**config.mk**
```make
export PLATFORM = sky130hd
export DESIGN_NAME = profile2_synth_config_regs
export DESIGN_NICKNAME = d
export VERILOG_FILES = /design/src/verilog/profile2_regs_pkg.sv /design/src/verilog/profile2_synth_config_regs.sv /design/src/verilog/cfg_word_reg.sv
export SDC_FILE = /design/constraint.sdc
export NUM_CORES = 1
export LEC_CHECK = 0
export ABC_AREA = 1
export BUFFER_PORTS_ARGS = -buffer_cell sky130_fd_sc_hd__buf_2
export CAP_MARGIN = 20
export CORE_ASPECT_RATIO = 1.4
export CORE_UTILIZATION = 57
export CTS_BUF_LIST = sky130_fd_sc_hd__clkbuf_16
export DETAILED_ROUTE_END_ITERATION = 8
export PLACE_DENSITY = 0.87
export SKIP_CTS_REPAIR_TIMING = 1
export SYNTH_ARGS = -nofsm -noshare
export SYNTH_HDL_FRONTEND = slang
export SYNTH_HIERARCHICAL = 1
export SYNTH_SLANG_ARGS = --single-unit
```
**constraint.sdc**
```tcl
create_clock -name pclk -period 3 [get_ports pclk]
set_input_delay 0.45 -clock pclk [delete_from_list [all_inputs] [get_ports pclk]]
set_output_delay 0.45 -clock pclk [all_outputs]
set_load 0.05 [all_outputs]
```
**src/verilog/profile2_regs_pkg.sv**
```systemverilog
// package: register map, field layout and reset values of the profile-2 configuration bank
package profile2_regs_pkg;

  localparam int unsigned REG_W      = 16;
  localparam int unsigned APB_AW     = 8;

  // printed offsets are not all multiples of four: these are word indices
  localparam logic [APB_AW-1:0] IDX_DIV_FILT   = 8'h16;
  localparam logic [APB_AW-1:0] IDX_OUTBUF     = 8'h17;
  localparam logic [APB_AW-1:0] IDX_FSK_OSC    = 8'h18;

  localparam logic [REG_W-1:0] RST_DIV_FILT    = 16'h8584;
  localparam logic [REG_W-1:0] RST_OUTBUF      = 16'h10a4;
  localparam logic [REG_W-1:0] RST_FSK_OSC     = 16'h0010;

  // fsk / oscillator select register fields
  localparam int unsigned FSK_EN_BIT       = 10;
  localparam int unsigned EXT_DIV_HI       = 9;
  localparam int unsigned EXT_DIV_LO       = 6;
  localparam int unsigned OSC_SEL_BIT      = 5;
  localparam int unsigned TX_PWR_HI        = 4;
  localparam int unsigned TX_PWR_LO        = 0;

  // output buffer control register fields
  localparam int unsigned RX_PWR_HI        = 12;
  localparam int unsigned RX_PWR_LO        = 8;
  localparam int unsigned TX_EN_BIT        = 7;
  localparam int unsigned RX_EN_BIT        = 6;
  localparam int unsigned R4_HI            = 2;
  localparam int unsigned R4_LO            = 0;

  // divider / filter / scaler register fields
  localparam int unsigned R3_HI            = 15;
  localparam int unsigned R3_LO            = 13;
  localparam int unsigned DIV2_HI          = 12;
  localparam int unsigned DIV2_LO          = 10;
  localparam int unsigned DIV1_HI          = 9;
  localparam int unsigned DIV1_LO          = 8;
  localparam int unsigned PFD_HI           = 7;
  localparam int unsigned PFD_LO           = 5;
  localparam int unsigned MULT_HI          = 4;
  localparam int unsigned MULT_LO          = 0;

  // code limits
  localparam logic [3:0] EXT_DIV_RSVD_ONE  = 4'h1;
  localparam logic [3:0] EXT_DIV_MAX       = 4'ha;
  localparam logic [2:0] DIV2_MAX          = 3'h6;
  localparam logic [4:0] MULT_MIN          = 5'h01;
  localparam logic [4:0] MULT_MAX          = 5'h0d;

  typedef struct packed {
    logic       fsk_enable;
    logic [3:0] ext_osc_channel_divider;
    logic       oscillator_source_select;
    logic [4:0] tx_output_power;
    logic [4:0] rx_output_power;
    logic       tx_output_enable;
    logic       rx_output_enable;
    logic [2:0] fourth_pole_resistor;
    logic [2:0] third_pole_resistor;
    logic [2:0] second_channel_divider;
    logic [1:0] first_channel_divider;
    logic [2:0] phase_detector_delay;
    logic [4:0] reference_scaler_factor;
  } profile2_cfg_t;

  typedef struct packed {
    logic ext_div_reserved;
    logic div2_reserved;
    logic mult_reserved;
  } profile2_flags_t;

endpackage

```
**src/verilog/profile2_synth_config_regs.sv**
```systemverilog
// profile-2 synthesizer configuration bank behind an apb slave
//
// Contract
// fsk and oscillator select register at index 0x18, reset 0x0010
// output buffer control register at index 0x17, reset 0x10a4
// divider, filter and scaler register at index 0x16, reset 0x8584
// software writes zeros to the unused fields of both registers
// bit 10 enables fsk; software keeps fractional denominator zero meanwhile
// bits 9..6 external-oscillator channel divider code; 1 and 11..15 reserved
// bit 5 selects internal (0) or external (1) oscillator operation
// bits 4..0 transmit output power, reset 0x10
// bits 12..8 receive output power, reset 0x10
// bit 7 enables transmit output port, reset 1
// bit 6 enables receive output port, reset 0
// bits 2..0 fourth pole resistor, 0 bypass, reset 4
// bits 15..13 third pole resistor, 0 bypass, reset 4
// bits 12..10 second channel divider, codes 0..6, reset 1
// bits 9..8 first channel divider, divide by 4..7, reset 1
// software keeps phase detector delay within recommended limits
// bits 4..0 reference scaler factor; 0 and 14..31 reserved
// software programs scaler factor above the reference pre-divider
// software leaves the scaler in bypass with a crystal reference
// every field reads back exactly the last written value
`timescale 1ns/10ps
module profile2_synth_config_regs
  import profile2_regs_pkg::*;
(
  input  wire logic        pclk,
  input  wire logic        presetn,
  input  wire logic        psel,
  input  wire logic        penable,
  input  wire logic        pwrite,
  input  wire logic [9:0]  paddr,
  input  wire logic [31:0] pwdata,
  input  wire logic [3:0]  pstrb,
  output logic      [31:0] prdata,
  output logic             pready,
  output logic             pslverr,
  output profile2_cfg_t    cfg,
  output profile2_flags_t  reserved_code
);

  logic [REG_W-1:0] div_filt;
  logic [REG_W-1:0] outbuf;
  logic [REG_W-1:0] fsk_osc;

  // byte address is four times the printed index
  wire [APB_AW-1:0] word_idx   = paddr[APB_AW+1:2];
  wire              setup      = psel && !penable;
  wire              hit_div    = (word_idx == IDX_DIV_FILT);
  wire              hit_outbuf = (word_idx == IDX_OUTBUF);
  wire              hit_fsk    = (word_idx == IDX_FSK_OSC);
  wire              hit_any    = hit_div || hit_outbuf || hit_fsk;
  wire              access     = psel && penable && pready;
  wire              wr_ok      = access && pwrite && hit_any && !pslverr;

  // only the low two byte lanes carry data; a partial write merges lane by lane
  function automatic logic [REG_W-1:0] merge(input logic [REG_W-1:0] old_v,
                                             input logic [31:0]      new_v,
                                             input logic [3:0]       strb);
    logic [REG_W-1:0] res;
    res = old_v;
    if (strb[0]) begin
      res[7:0] = new_v[7:0];
    end
    if (strb[1]) begin
      res[15:8] = new_v[15:8];
    end
    return res;
  endfunction

  wire [REG_W-1:0] wdata_div    = merge(div_filt, pwdata, pstrb);
  wire [REG_W-1:0] wdata_outbuf = merge(outbuf, pwdata, pstrb);
  wire [REG_W-1:0] wdata_fsk    = merge(fsk_osc, pwdata, pstrb);

  cfg_word_reg #(.RESET_VALUE(RST_DIV_FILT)) u_div_filt (
    .pclk    (pclk),
    .presetn (presetn),
    .wr_en   (wr_ok && hit_div),
    .wr_data (wdata_div),
    .value   (div_filt)
  );

  cfg_word_reg #(.RESET_VALUE(RST_OUTBUF)) u_outbuf (
    .pclk    (pclk),
    .presetn (presetn),
    .wr_en   (wr_ok && hit_outbuf),
    .wr_data (wdata_outbuf),
    .value   (outbuf)
  );

  cfg_word_reg #(.RESET_VALUE(RST_FSK_OSC)) u_fsk_osc (
    .pclk    (pclk),
    .presetn (presetn),
    .wr_en   (wr_ok && hit_fsk),
    .wr_data (wdata_fsk),
    .value   (fsk_osc)
  );

  // unused fields are stored as written; the block does not mask them off
  wire [REG_W-1:0] rd_word = hit_div    ? div_filt :
                             hit_outbuf ? outbuf   :
                             hit_fsk    ? fsk_osc  : '0;

  // field decode into the configuration carrier
  profile2_cfg_t next_cfg;
  assign next_cfg.fsk_enable               = fsk_osc[FSK_EN_BIT];
  assign next_cfg.ext_osc_channel_divider  = fsk_osc[EXT_DIV_HI:EXT_DIV_LO];
  assign next_cfg.oscillator_source_select = fsk_osc[OSC_SEL_BIT];
  assign next_cfg.tx_output_power          = fsk_osc[TX_PWR_HI:TX_PWR_LO];
  assign next_cfg.rx_output_power          = outbuf[RX_PWR_HI:RX_PWR_LO];
  assign next_cfg.tx_output_enable         = outbuf[TX_EN_BIT];
  assign next_cfg.rx_output_enable         = outbuf[RX_EN_BIT];
  assign next_cfg.fourth_pole_resistor     = outbuf[R4_HI:R4_LO];
  assign next_cfg.third_pole_resistor      = div_filt[R3_HI:R3_LO];
  assign next_cfg.second_channel_divider   = div_filt[DIV2_HI:DIV2_LO];
  assign next_cfg.first_channel_divider    = div_filt[DIV1_HI:DIV1_LO];
  assign next_cfg.phase_detector_delay     = div_filt[PFD_HI:PFD_LO];
  assign next_cfg.reference_scaler_factor  = div_filt[MULT_HI:MULT_LO];

  // reserved codes are flagged, not blocked: software owns the choice of code
  profile2_flags_t next_flags;
  assign next_flags.ext_div_reserved =
    (next_cfg.ext_osc_channel_divider == EXT_DIV_RSVD_ONE) ||
    (next_cfg.ext_osc_channel_divider > EXT_DIV_MAX);
  assign next_flags.div2_reserved    = (next_cfg.second_channel_divider > DIV2_MAX);
  assign next_flags.mult_reserved    =
    (next_cfg.reference_scaler_factor < MULT_MIN) ||
    (next_cfg.reference_scaler_factor > MULT_MAX);

  // answer takes one wait cycle: pready rises in the second access cycle
  wire next_pready = psel && penable && !pready;
  wire next_err    = setup && !hit_any;

  always_ff @(posedge pclk or negedge presetn) begin
    if (!presetn) begin
      pready  <= 1'b0;
      pslverr <= 1'b0;
      prdata  <= '0;
    end else begin
      pready <= next_pready;
      if (setup) begin
        pslverr <= next_err;
        prdata  <= (!pwrite && hit_any) ? {16'h0000, rd_word} : '0;
      end else if (access) begin
        pslverr <= 1'b0;
        prdata  <= '0;
      end
    end
  end

  // outputs registered; they follow the register by one cycle, a write by two
  always_ff @(posedge pclk or negedge presetn) begin
    if (!presetn) begin
      cfg           <= {RST_FSK_OSC[FSK_EN_BIT], RST_FSK_OSC[EXT_DIV_HI:EXT_DIV_LO],
                        RST_FSK_OSC[OSC_SEL_BIT], RST_FSK_OSC[TX_PWR_HI:TX_PWR_LO],
                        RST_OUTBUF[RX_PWR_HI:RX_PWR_LO], RST_OUTBUF[TX_EN_BIT],
                        RST_OUTBUF[RX_EN_BIT], RST_OUTBUF[R4_HI:R4_LO],
                        RST_DIV_FILT[R3_HI:R3_LO], RST_DIV_FILT[DIV2_HI:DIV2_LO],
                        RST_DIV_FILT[DIV1_HI:DIV1_LO], RST_DIV_FILT[PFD_HI:PFD_LO],
                        RST_DIV_FILT[MULT_HI:MULT_LO]};
      reserved_code <= '0;
    end else begin
      cfg           <= next_cfg;
      reserved_code <= next_flags;
    end
  end
endmodule

```
**src/verilog/cfg_word_reg.sv**
```systemverilog
// one 16-bit read/write configuration word with its own reset value
`timescale 1ns/10ps
module cfg_word_reg
  import profile2_regs_pkg::*;
#(
  parameter logic [REG_W-1:0] RESET_VALUE = '0
) (
  input  wire logic             pclk,
  input  wire logic             presetn,
  input  wire logic             wr_en,
  input  wire logic [REG_W-1:0] wr_data,
  output logic      [REG_W-1:0] value
);

  // every bit is stored, unused ones too, so readback matches the last write
  always_ff @(posedge pclk or negedge presetn) begin
    if (!presetn) begin
      value <= RESET_VALUE;
    end else if (wr_en) begin
      value <= wr_data;
    end
  end

endmodule

```
# == After elaboration in Yosys (flattened, before gate mapping) ==
# Cells that the tools add are included.
# op_classes
magnitude_cmp,4
n_eq_ne,4
muxes,8
reduce_logical,28
# op_table
op,count
$mux W16,4
$mux W32,2
$eq A8 B5 Y1 const B,3
$logic_and A1 B1 Y1,12
$reduce_and A2 Y1,6
$gt A5 B4 Y1 const B,1
$logic_not A1 Y1,5
$lt A5 B1 Y1 const B,1
$eq A4 B1 Y1 const B,1
$gt A4 B4 Y1 const B,1
$logic_or A1 B1 Y1,4
$gt A3 B3 Y1 const B,1
$mux W1,2
$reduce_bool A2 Y1,1
# totals
register_bits,122
input_bits,51
out_inout_bits,74
wordCells,69

# == Logic depth before layout (Yosys ltp) ==
# Gate-level depths: netlist of run 1.
# logic_depth
ltp_word,7
depth_mapped,11
mapped_depth_nobuf,8

# == Hierarchy ==
# The synthesis of run 1 kept the hierarchy.
# by_module_without_submodules
mod,instances,cells_per_inst,area_each_um2,seq_area_each_um2
profile2_synth_config_regs,1,379,2984.1,1462.7
cfg_word_reg at u_div_filt,1,68,650.6,406.6
cfg_word_reg at u_outbuf,1,68,649.4,405.4
cfg_word_reg at u_fsk_osc,1,68,645.6,401.6

# == Worst setup path before layout of run 1 ==
# No wires, ideal clock.
# synth_timing
kind,input -> register
start,input port paddr[7]
end,register u_div_filt.value[5]
setup_ns,0.116
t_arrival_ns,1.525
required_ns,2.884
path_slack_ns,1.359
cell_stages,11
path_buffers,3
cell_sequence,inv_1 nand2_2 nor2_8 nand2_4 buf_2 nor2_1 buf_6 inv_6 buf_12 nand2_1 nand2_1
# synth_via
elab_chain_len,7
word_cells_on_any_way,9
cone_classes,eq/ne (3); reduce/logical (6)
# synth_rtl
item,line,source
from (decl),profile2_synth_config_regs.sv:33,"input wire logic [9:0] paddr,"
"$eq A8 B5 Y1, on equally long branches","profile2_synth_config_regs.sv:50, profile2_synth_config_regs.sv:51",
$logic_or A1 B1 Y1 (2 in series),profile2_synth_config_regs.sv:53,wire hit_any = hit_div || hit_outbuf || hit_fsk;
$logic_and A1 B1 Y1 (2 in series),profile2_synth_config_regs.sv:55,wire wr_ok = access && pwrite && hit_any && !pslverr;
$logic_and A1 B1 Y1 *,profile2_synth_config_regs.sv:79,".wr_en (wr_ok && hit_div),"
$reduce_and A2 Y1 (no line) *,n/a,
to (signal assigned),cfg_word_reg.sv:20,value <= wr_data;
to (decl),cfg_word_reg.sv:12,output logic [REG_W-1:0] value
# Every way passes the cells marked *; elsewhere a longest branch is shown, timed or not.
# A chain may end at the register's enable or synchronous reset.

# == Final worst setup path of run 1 ==
# Same ends and word-level chain as after synthesis.

==> results of run 1 <==
==> cell families after synthesis <==
group,Yosys count,synth area share
and+or+nand+nor,306,0.260
AOI/OAI and AO/OA,68,0.0779
DFF,106,0.543
other,1,0.000761
buffers and inverters,102,0.119
==> worst min-delay path by stage <==
| stage | slack, ns | end |
|---|---|---|
| 6_report | 0.14 | cfg[35] |
| 5_1_grt | 0.19 | cfg[33] |
| 3_5_place_dp | 0.37 | cfg[7] |
| 4_1_cts | 0.17 | cfg[35] |
| 3_3_place_gp | 0.37 | cfg[7] |
| 2_1_floorplan | 0.15 | cfg[0] |
==> cell usage in the layout (no fill, tap or decap), types with 2 or more instances in the layout <==
cell type,n
clkbuf_16,9
nor2_2,2
dfrtp_1,87
o21ai_0,55
nand2_2,17
nand3_1,17
inv_6,3
conb_1,16
buf_2,87
clkinv_1,3
dfstp_2,19
nor2_1,55
inv_2,3
inv_1,59
nand2_1,206
buf_4,5
nor3_1,2
o21ai_2,10
nor2_4,2
==> registers in the layout (all words and copies together) (netlist names) <==
signal,cells
cfg,37
prdata,16
pready,1
pslverr,1
reserved_code,3
u_div_filt/value,16
u_fsk_osc/value,16
u_outbuf/value,16
==> layer usage <==
layer  wire (um)  GRT usage  share of wire
met5           0          0              0
met2        5930      0.466           0.51
met3         860     0.0650          0.075
met4         563      0.150          0.049
met1        4180      0.324           0.36
==> metrics by stage <==
| stage | instance area [um^2] | cells | total power, uW | util |
|---|---|---|---|---|
| final | 5550 | 770 | 2740 | 0.669 |
| after global routing | 5550 | 770 | 2840 | 0.669 |
| after CTS | 5550 | 770 | 2760 | 0.669 |
| after detailed placement | 5270 | 754 | 1650 | 0.636 |
| after global placement | 5270 | 754 | 1640 | 0.636 |
| after floorplan | 4990 | 598 | 1590 | - |
==> cell type report <==
| cell class | count | area share |
|---|---|---|
| Clock buffer | 9 | 0.0406 |
| Clock inverter | 7 | 0.00969 |
| Inverter | 63 | 0.0453 |
| Multi-Input combinational cell | 390 | 0.311 |
| Sequential cell | 106 | 0.482 |
| Tap cell | 102 | 0.0230 |
| Timing Repair Buffer | 93 | 0.0888 |
==> critical path, cell delays in order <==
cell	delay, ns
buf_2	0.11
inv_1	0.06
nand2_2	0.08
nor2_8	0.29
nand2_4	0.20
nor2_1	0.15
buf_4	0.25
inv_6	0.11
nand2_1	0.09
nand2_1	0.06
==> Yosys cell counts, drive strengths merged (2+ instances only) <==
library cell and instances:
nor3 2, dfstp 19, dfrtp 87, inv 63, buf 32, nand2 224, nor2 60, clkbuf 7
o21ai 65, nand3 19
==> power by group <==
part / leakage, uW / internal [uW] / total (uW) / switching [uW]
clock: 0.000144 / 631 / 1120 / 490
sequential: 0.00140 / 1430 / 1440 / 2.84
combinational: 0.00144 / 35.0 / 184 / 149
total: 0.00299 / 2100 / 2740 / 642
==> results.json, run 1 <==
{
  "setup_viol": 0,
  "die-area_um2": 9030,
  "hold_path_class": "in2async",
  "cts_root_buf": "clkbuf_16",
  "crit_path_end": "u_div_filt/value[5]",
  "endpoint_kind": "flip-flop",
  "cts-htree-levels": 3,
  "fmax_mhz": 616,
  "diodes": 0,
  "synth.distinct_cells": 28,
  "track_usage": 0.278,
  "grt_antenna_before_repair": 0,
  "syn_area_um2": 4930,
  "finalCriticalPeriod_ns": 1.62,
  "cts_buffer_depth": 2,
  "synth_warnings": 6,
  "setup_tns_ns": 0,
  "grt_max_degree": 56,
  "pre_cts_ws_ns": 1.04,
  "critPathArrivalTime_ns": 1.86,
  "rows": 39,
  "worst_setup_path_start_kind": "primary input",
  "area_growth_pct": 12.6,
  "synth_seq_cells": 106,
  "yosysTopAreaCellShare": 0.442,
  "synth.avg_cell_area_um2": 8.46,
  "antenna_left": 0,
  "grt_pass1_wl_mm": 18.7,
  "synth_top_cell_by_area": "dfrtp_1",
  "rsz0062_at_grt": "no",
  "whs_ns": 0.141,
  "max_slew.worst_pin.slew_ns": 0.688,
  "numCtsBuffers": 9,
  "outcome": "completed",
  "yosys_most_used_dff": "dfrtp_1",
  "clk_latency_ns": 0.35,
  "regArea_um2": 2680,
  "port_buffers": 88,
  "die_w_um": 80.6,
  "drv_cap": 0,
  "reg2reg_depth": 8,
  "seq_area_frac_synth": 0.543,
  "syn_inst": 583,
  "drtIter0Drc": 328,
  "vias": 4133,
  "place_congestion": 0.870,
  "leakagePower_uw": 0.00299,
  "fillers": 676,
  "wirelength_mm": 11.5,
  "required_ns": 3.24,
  "fin_worst_skew_ns": 0.00640,
  "via_per_inst": 5.37,
  "wl_per_cell_um": 15.0,
  "nNetsFinal": 714,
  "finalMaxSlewViolations": 0,
  "core_region_area_um2": 8300,
  "rr_startpoint": "pready",
  "finalCritPeriodShare": 0.541,
  "drive_above_1_share": 0.246,
  "synth.area.top_cells": "dfrtp_1, nand2_1, dfstp_2",
  "cts.sinks": 106,
  "synthArstFlopShare": 1.00,
  "ios": 125,
  "path_max_fanout": 19,
  "dp_hpwl_mm": 7.85,
  "grt_overflow": 0,
  "grt_pass1_vias": 3984,
  "fin_ws_ns": 1.38,
  "critPathKind": "in2reg",
  "powerDensity_nw_per_um2": 494,
  "drc_errors": 0,
  "hold_viol": 0,
  "peakVddDrop_mv": 0.370,
  "die_h_um": 112,
  "crit_start": "paddr[7]",
  "firstDrtPassIters": 5,
  "synth_edf_count": 0,
  "initial_core_util": 0.594,
  "multi_input_area_um2": 1730,
  "slew_headroom": 0.541,
  "r2r_setup_slack_ns": 1.62,
  "r2r-end": "u_outbuf/value[15]",
  "cts_tree": "done",
  "cts.clk_slew.worst_paths_ns": 0.06
}
Power figures use the tool's default switching activity.
==> inputs of run 2 (changes only) <==
- ABC_AREA: 1 -> 0
- CORE_UTILIZATION: 57 -> 47
- PLACE_DENSITY: 0.87 -> 0.77
- clock period: 3 -> 1.35 ns (I/O delays scaled with it)
==> run 2 against run 1 <==
Net effect: the flow now finishes with violations (setup timing); first-iteration DRC count shrank 35%; sequential share of layout area shrank 1.7 points; clock power grew 140%; critical endpoint is now u_outbuf/value[1]; area after synthesis shrank 4.8%; routed wire length shrank 9.5%.
==> results.json, run 2 <==
{
  "fin_ws_ns": -0.374,
  "critPathKind": "reg2reg",
  "path_buf_inv": 2,
  "cts_buffer_depth": 2,
  "leakagePower_uw": 0.00276,
  "synth_warnings": 6,
  "powerDensity_nw_per_um2": 1100,
  "diodes": 0,
  "ios": 125,
  "core_region_area_um2": 9560,
  "yosysMostFrequentCell": "dfrtp_1",
  "whs_ns": 0.105,
  "dp_hpwl_mm": 6.61,
  "finalCriticalPeriod_ns": 1.72,
  "outcome": "complete, but fails checks",
  "hold_path_class": "in2reg",
  "die-area_um2": 10400,
  "synthArstFlopShare": 1.00,
  "worst_setup_path_start_kind": "flip-flop",
  "layout_commonest_cell": "dfrtp_1",
  "drc_errors": 0,
  "seq_area_frac_synth": 0.570,
  "grt_antenna_before_repair": 0,
  "port_buffers": 88,
  "syn_inst": 410,
  "wirelength_mm": 10.4,
  "crit_chain": "or3_4 -> inv_1 -> and3_4 -> buf_12 -> mux2_2",
  "drtIter0Drc": 212,
  "cts.sinks": 106,
  "grt_pass1_vias": 3267,
  "rr_startpoint": "pslverr",
  "synth_edf_count": 0,
  "yosysTopAreaCellShare": 0.464,
  "drv_cap": 0,
  "hp-start": "psel",
  "top_register": "cfg",
  "finalCritPeriodShare": 1.28,
  "r2r_setup_slack_ns": -0.37,
  "dp.cells": 621,
  "clk_latency_ns": 0.35,
  "critPathArrivalTime_ns": 1.96,
  "slew_headroom": 0.661,
  "grt_max_degree": 35,
  "place_congestion": 0.831,
  "synth.distinct_cells": 31,
  "finalPower_uw": 6340,
  "reg2reg_depth": 5,
  "cts-htree-levels": 3,
  "synth.avg_cell_area_um2": 11.4,
  "slowest_stage": "or3_4",
  "numCtsBuffers": 9,
  "hold_viol": 0,
  "nNetsFinal": 556,
  "crit_family": "simple AND/OR/NAND/NOR gates",
  "required_ns": 1.58,
  "antenna_left": 0,
  "largest_reg_flops": 37,
  "initial_core_util": 0.491,
  "syn_area_um2": 4690,
  "hold_depth": 3,
  "max_slew.worst_pin.slew_ns": 0.508,
  "track_usage": 0.207,
  "rows": 42,
  "slowest_delay_ns": 0.42,
  "wl_per_cell_um": 16.2,
  "violations": "setup timing",
  "cts.clk_slew.worst_paths_ns": 0.07,
  "fillers": 754,
  "path_max_fanout": 8,
  "final_cell_mix": "dfrtp_1, buf_2, o21ai_0",
  "fin_cells": 642,
  "finalMaxSlewViolations": 0,
  "holdPathEnd": "pready",
  "setup_viol": 59,
  "fin_worst_skew_ns": 0.00873,
  "via_per_inst": 5.16,
  "area_growth_pct": 22.7,
  "firstDrtPassIters": 5,
  "cts_tree": "done",
  "r2r-end": "u_outbuf/value[1]",
  "die_h_um": 120,
  "endpoint_kind": "flip-flop",
  "synth_commonest_cells": "dfrtp_1, o21ai_0, inv_1, nand2_1, mux2_4",
  "peakVddDrop_mv": 0.601,
  "yosys_most_used_dff": "dfrtp_1",
  "synth_top_cell_by_area": "dfrtp_1",
  "grt_pass1_wl_mm": 16.2,
  "grt_overflow": 0,
  "die_w_um": 86.4,
  "vias": 3314,
  "cts_root_buf": "clkbuf_16",
  "rsz0062_at_grt": "yes",
  "synth.area.top_cells": "dfrtp_1, dfstp_2, mux2_4",
  "synth_seq_cells": 106,
  "drive_above_1_share": 0.420,
  "pre_cts_ws_ns": -0.395,
  "fmax_mhz": 580
}
==> run 2: changes by cell type in the layout (fill, tap and decap cells not counted), moves of 16 or more <==
| cell | change |
|---|---|
| a22oi_1 | +16 |
| mux2_4 | +32 |
| nand2_2 | -17 |
| nand2_1 | -156 |
| nand3_1 | -17 |
| mux2_2 | +16 |
| nor2_1 | -54 |
==> run 2: cells by family (layout without fill, tap and decap cells) <==
group	Yosys count	in the layout	share of synthesized area
flops	106	106	0.570
simple gates	63	63	0.0653
other cells	1	16	0.000799
compound gates	103	103	0.122
buf+inv	89	174	0.103
mux	48	48	0.139
==> run 2: how the worst max path moves through the flow <==
stage             start                    to  slack [ns]  depth (start not counted)
2_1_floorplan    pready    u_outbuf/value[10]       -0.47                          7
3_3_place_gp   paddr[7]  u_div_filt/value[13]       -0.35                          6
3_5_place_dp   paddr[7]  u_div_filt/value[13]       -0.39                          6
4_1_cts         pslverr     u_outbuf/value[1]       -0.40                          5
5_1_grt         pslverr   u_div_filt/value[1]       -0.41                          4
6_report        pslverr     u_outbuf/value[1]       -0.37                          5
==> run 2: report_power, final <==
part	total (uW)	switching [uW]	internal [uW]
combinational	419	314	104
sequential	3190	5.23	3190
clock	2730	1130	1600
==> run 2: metal layers <==
layer,share of wire,wire length [um],up-vias,GRT usage
li1,-,-,1521,-
met1,0.40,4210,1646,0.252
met2,0.51,5280,125,0.336
met3,0.061,634,22,0.0512
met4,0.029,306,0,0.110
met5,0,0,-,0
==> run 2: tightest hold or removal path, stage by stage <==
cell and delay, ns:
buf_2 0.10, nand2_1 0.08, nor2_1 0.04
==> run 2: layout make-up <==
class	instances	area, um^2	share of cell area
tap	132	165	0.0287
clock inverter	7	85.1	0.0148
multi-input combinational	230	1690	0.294
inverter	50	188	0.0326
sequential	106	2680	0.465
timing repair buffer	108	723	0.126
clock buffer	9	225	0.0391
==> run 2: metrics by stage <==
stage                      util  instance area (um^2)  TNS, ns
final                     0.602                  5760   -15.27
after global routing      0.602                  5760   -18.45
after CTS                 0.583                  5570   -15.17
after detailed placement  0.550                  5260   -20.48
after global placement    0.550                  5260   -18.21
after floorplan               -                  4810   -22.71
==> inputs of run 3 (changes only) <==
- CORE_UTILIZATION: 47 -> 53
- PLACE_DENSITY: 0.77 -> 0.82
- clock period: 1.35 -> 1.67 ns (I/O delays scaled with it)
==> run 3 against run 2 <==
Net effect: the flow still finishes with violations (setup timing); first-iteration DRC count shrank 9.4%; clock-buffer cell count unchanged; combinational power is 21% lower; global-route usage grew 2.2 points; clock power decreased by 27%; critical path depth fell by 1; non-clock buffer count is 3 lower; critical endpoint is now u_div_filt/value[3].
==> results.json, run 3 (same netlist as run 2, synthesis figures left out) <==
{
  "core_region_area_um2": 8610,
  "die_h_um": 113,
  "port_buffers": 88,
  "ios": 125,
  "rows": 40,
  "die_w_um": 81.5,
  "die-area_um2": 9240,
  "grt_overflow": 0,
  "top_register": "cfg",
  "hold_depth": 3,
  "fin_worst_skew_ns": 0.00603,
  "critPathKind": "reg2reg",
  "cts.clk_slew.worst_paths_ns": 0.06,
  "wl_per_cell_um": 16.5,
  "peakVddDrop_mv": 0.647,
  "place_congestion": 0.827,
  "grt_max_degree": 40,
  "grt_pass1_wl_mm": 15.8,
  "finalMaxSlewViolations": 0,
  "antenna_left": 0,
  "drc_errors": 0,
  "fin_ws_ns": -0.0534,
  "grt_antenna_before_repair": 0,
  "numCtsBuffers": 9,
  "fmax_mhz": 580,
  "finalPower_uw": 4910,
  "hold_path_class": "in2reg",
  "grt_pass1_vias": 3345,
  "path_max_fanout": 16,
  "drive_above_1_share": 0.377,
  "required_ns": 1.90,
  "endpoint_kind": "flip-flop",
  "largest_reg_flops": 37,
  "fillers": 651,
  "initial_core_util": 0.545,
  "wirelength_mm": 10.1,
  "r2r_setup_slack_ns": -0.05,
  "track_usage": 0.229,
  "rsz0062_at_grt": "yes",
  "firstDrtPassIters": 4,
  "worst_setup_path_start_kind": "flip-flop",
  "via_per_inst": 5.49,
  "area_growth_pct": 18.7,
  "final_cell_mix": "buf_2, dfrtp_1, o21ai_0",
  "hold_viol": 0,
  "cts_tree": "done",
  "finalCritPeriodShare": 1.03,
  "setup_viol": 28,
  "multi_input_area_um2": 1640,
  "fin_cells": 612,
  "leakagePower_uw": 0.00269,
  "drv_cap": 0,
  "diodes": 0,
  "regArea_um2": 2680,
  "nNetsFinal": 553,
  "dp.cells": 594,
  "outcome": "complete, but fails checks",
  "finalCriticalPeriod_ns": 1.72,
  "violations": "setup timing",
  "cts_buffer_depth": 2,
  "layout_commonest_cell": "buf_2",
  "clk_latency_ns": 0.35,
  "critPathArrivalTime_ns": 1.95,
  "reg2reg_depth": 4,
  "cts-htree-levels": 3,
  "dp_hpwl_mm": 6.63,
  "pre_cts_ws_ns": -0.152,
  "powerDensity_nw_per_um2": 882,
  "cts.sinks": 106,
  "cts_root_buf": "clkbuf_16",
  "vias": 3362,
  "drtIter0Drc": 192
}
run 3: cell types whose count changed in the layout (fill, tap and decap cells not counted), moves of 2 or more:
cell / before / now
buf_2: 83 / 87
buf_6: 2 / 0
clkbuf_4: 2 / 0
clkinv_1: 1 / 3
mux2_2: 16 / 13
mux2_4: 32 / 35
o21ai_0: 64 / 70
o21ai_1: 1 / 11
o21ai_2: 16 / 1
run 3: worst paths after layout:
path / start / end
worst max-delay path: pslverr / u_div_filt/value[3]
min in group asynchronous: presetn / cfg[27]
max in group asynchronous: presetn / u_div_filt/value[7]
worst min-delay path: psel / pready
worst min register to register: u_div_filt/value[10] / cfg[10]
worst max register to register: pslverr / u_div_filt/value[3]
run 3: per-stage QoR:
| stage | instance area [um^2] | hold WS [ns] | TNS [ns] | util |
|---|---|---|---|---|
| detailed placement | 5250 | 0.241 | -4.27 | 0.610 |
| floorplan | 4830 | -0.0451 | -5.94 | - |
| finish | 5570 | 0.166 | -0.898 | 0.647 |
| CTS | 5530 | -0.128 | -1.14 | 0.642 |
| global placement | 5250 | 0.227 | -1.82 | 0.610 |
| global route | 5570 | 0.188 | -2.22 | 0.647 |
run 3: layout make-up:
| cell class | count | area share |
|---|---|---|
| Multi-Input combinational cell | 230 | 0.294 |
| Timing Repair Buffer | 105 | 0.117 |
| Inverter | 50 | 0.0337 |
| Sequential cell | 106 | 0.481 |
| Clock inverter | 7 | 0.00966 |
| Tap cell | 105 | 0.0236 |
| Clock buffer | 9 | 0.0404 |
run 3: critical path, cell delays in order (launching register included):
cell and delay (ns):
dfrtp_2 0.40, or3_4 0.42, nor3b_4 0.23, buf_12 0.22, mux2_4 0.32
run 3: per-layer routing:
metal / part of all wire / wire length [um] / vias to the layer above / GRT usage
li1: - / - / 1519 / -
met1: 0.39 / 3910 / 1674 / 0.271
met2: 0.52 / 5270 / 148 / 0.389
met3: 0.070 / 704 / 21 / 0.0476
met4: 0.019 / 194 / 0 / 0.110
met5: 0 / 0 / - / 0
run 3: report_power, final:
part	internal (uW)	total [uW]	leakage (uW)	switching, uW
combinational	78.8	331	0.00114	252
sequential	2580	2580	0.00140	4.08
clock	1130	2000	0.000144	864
total	3790	4910	0.00269	1120
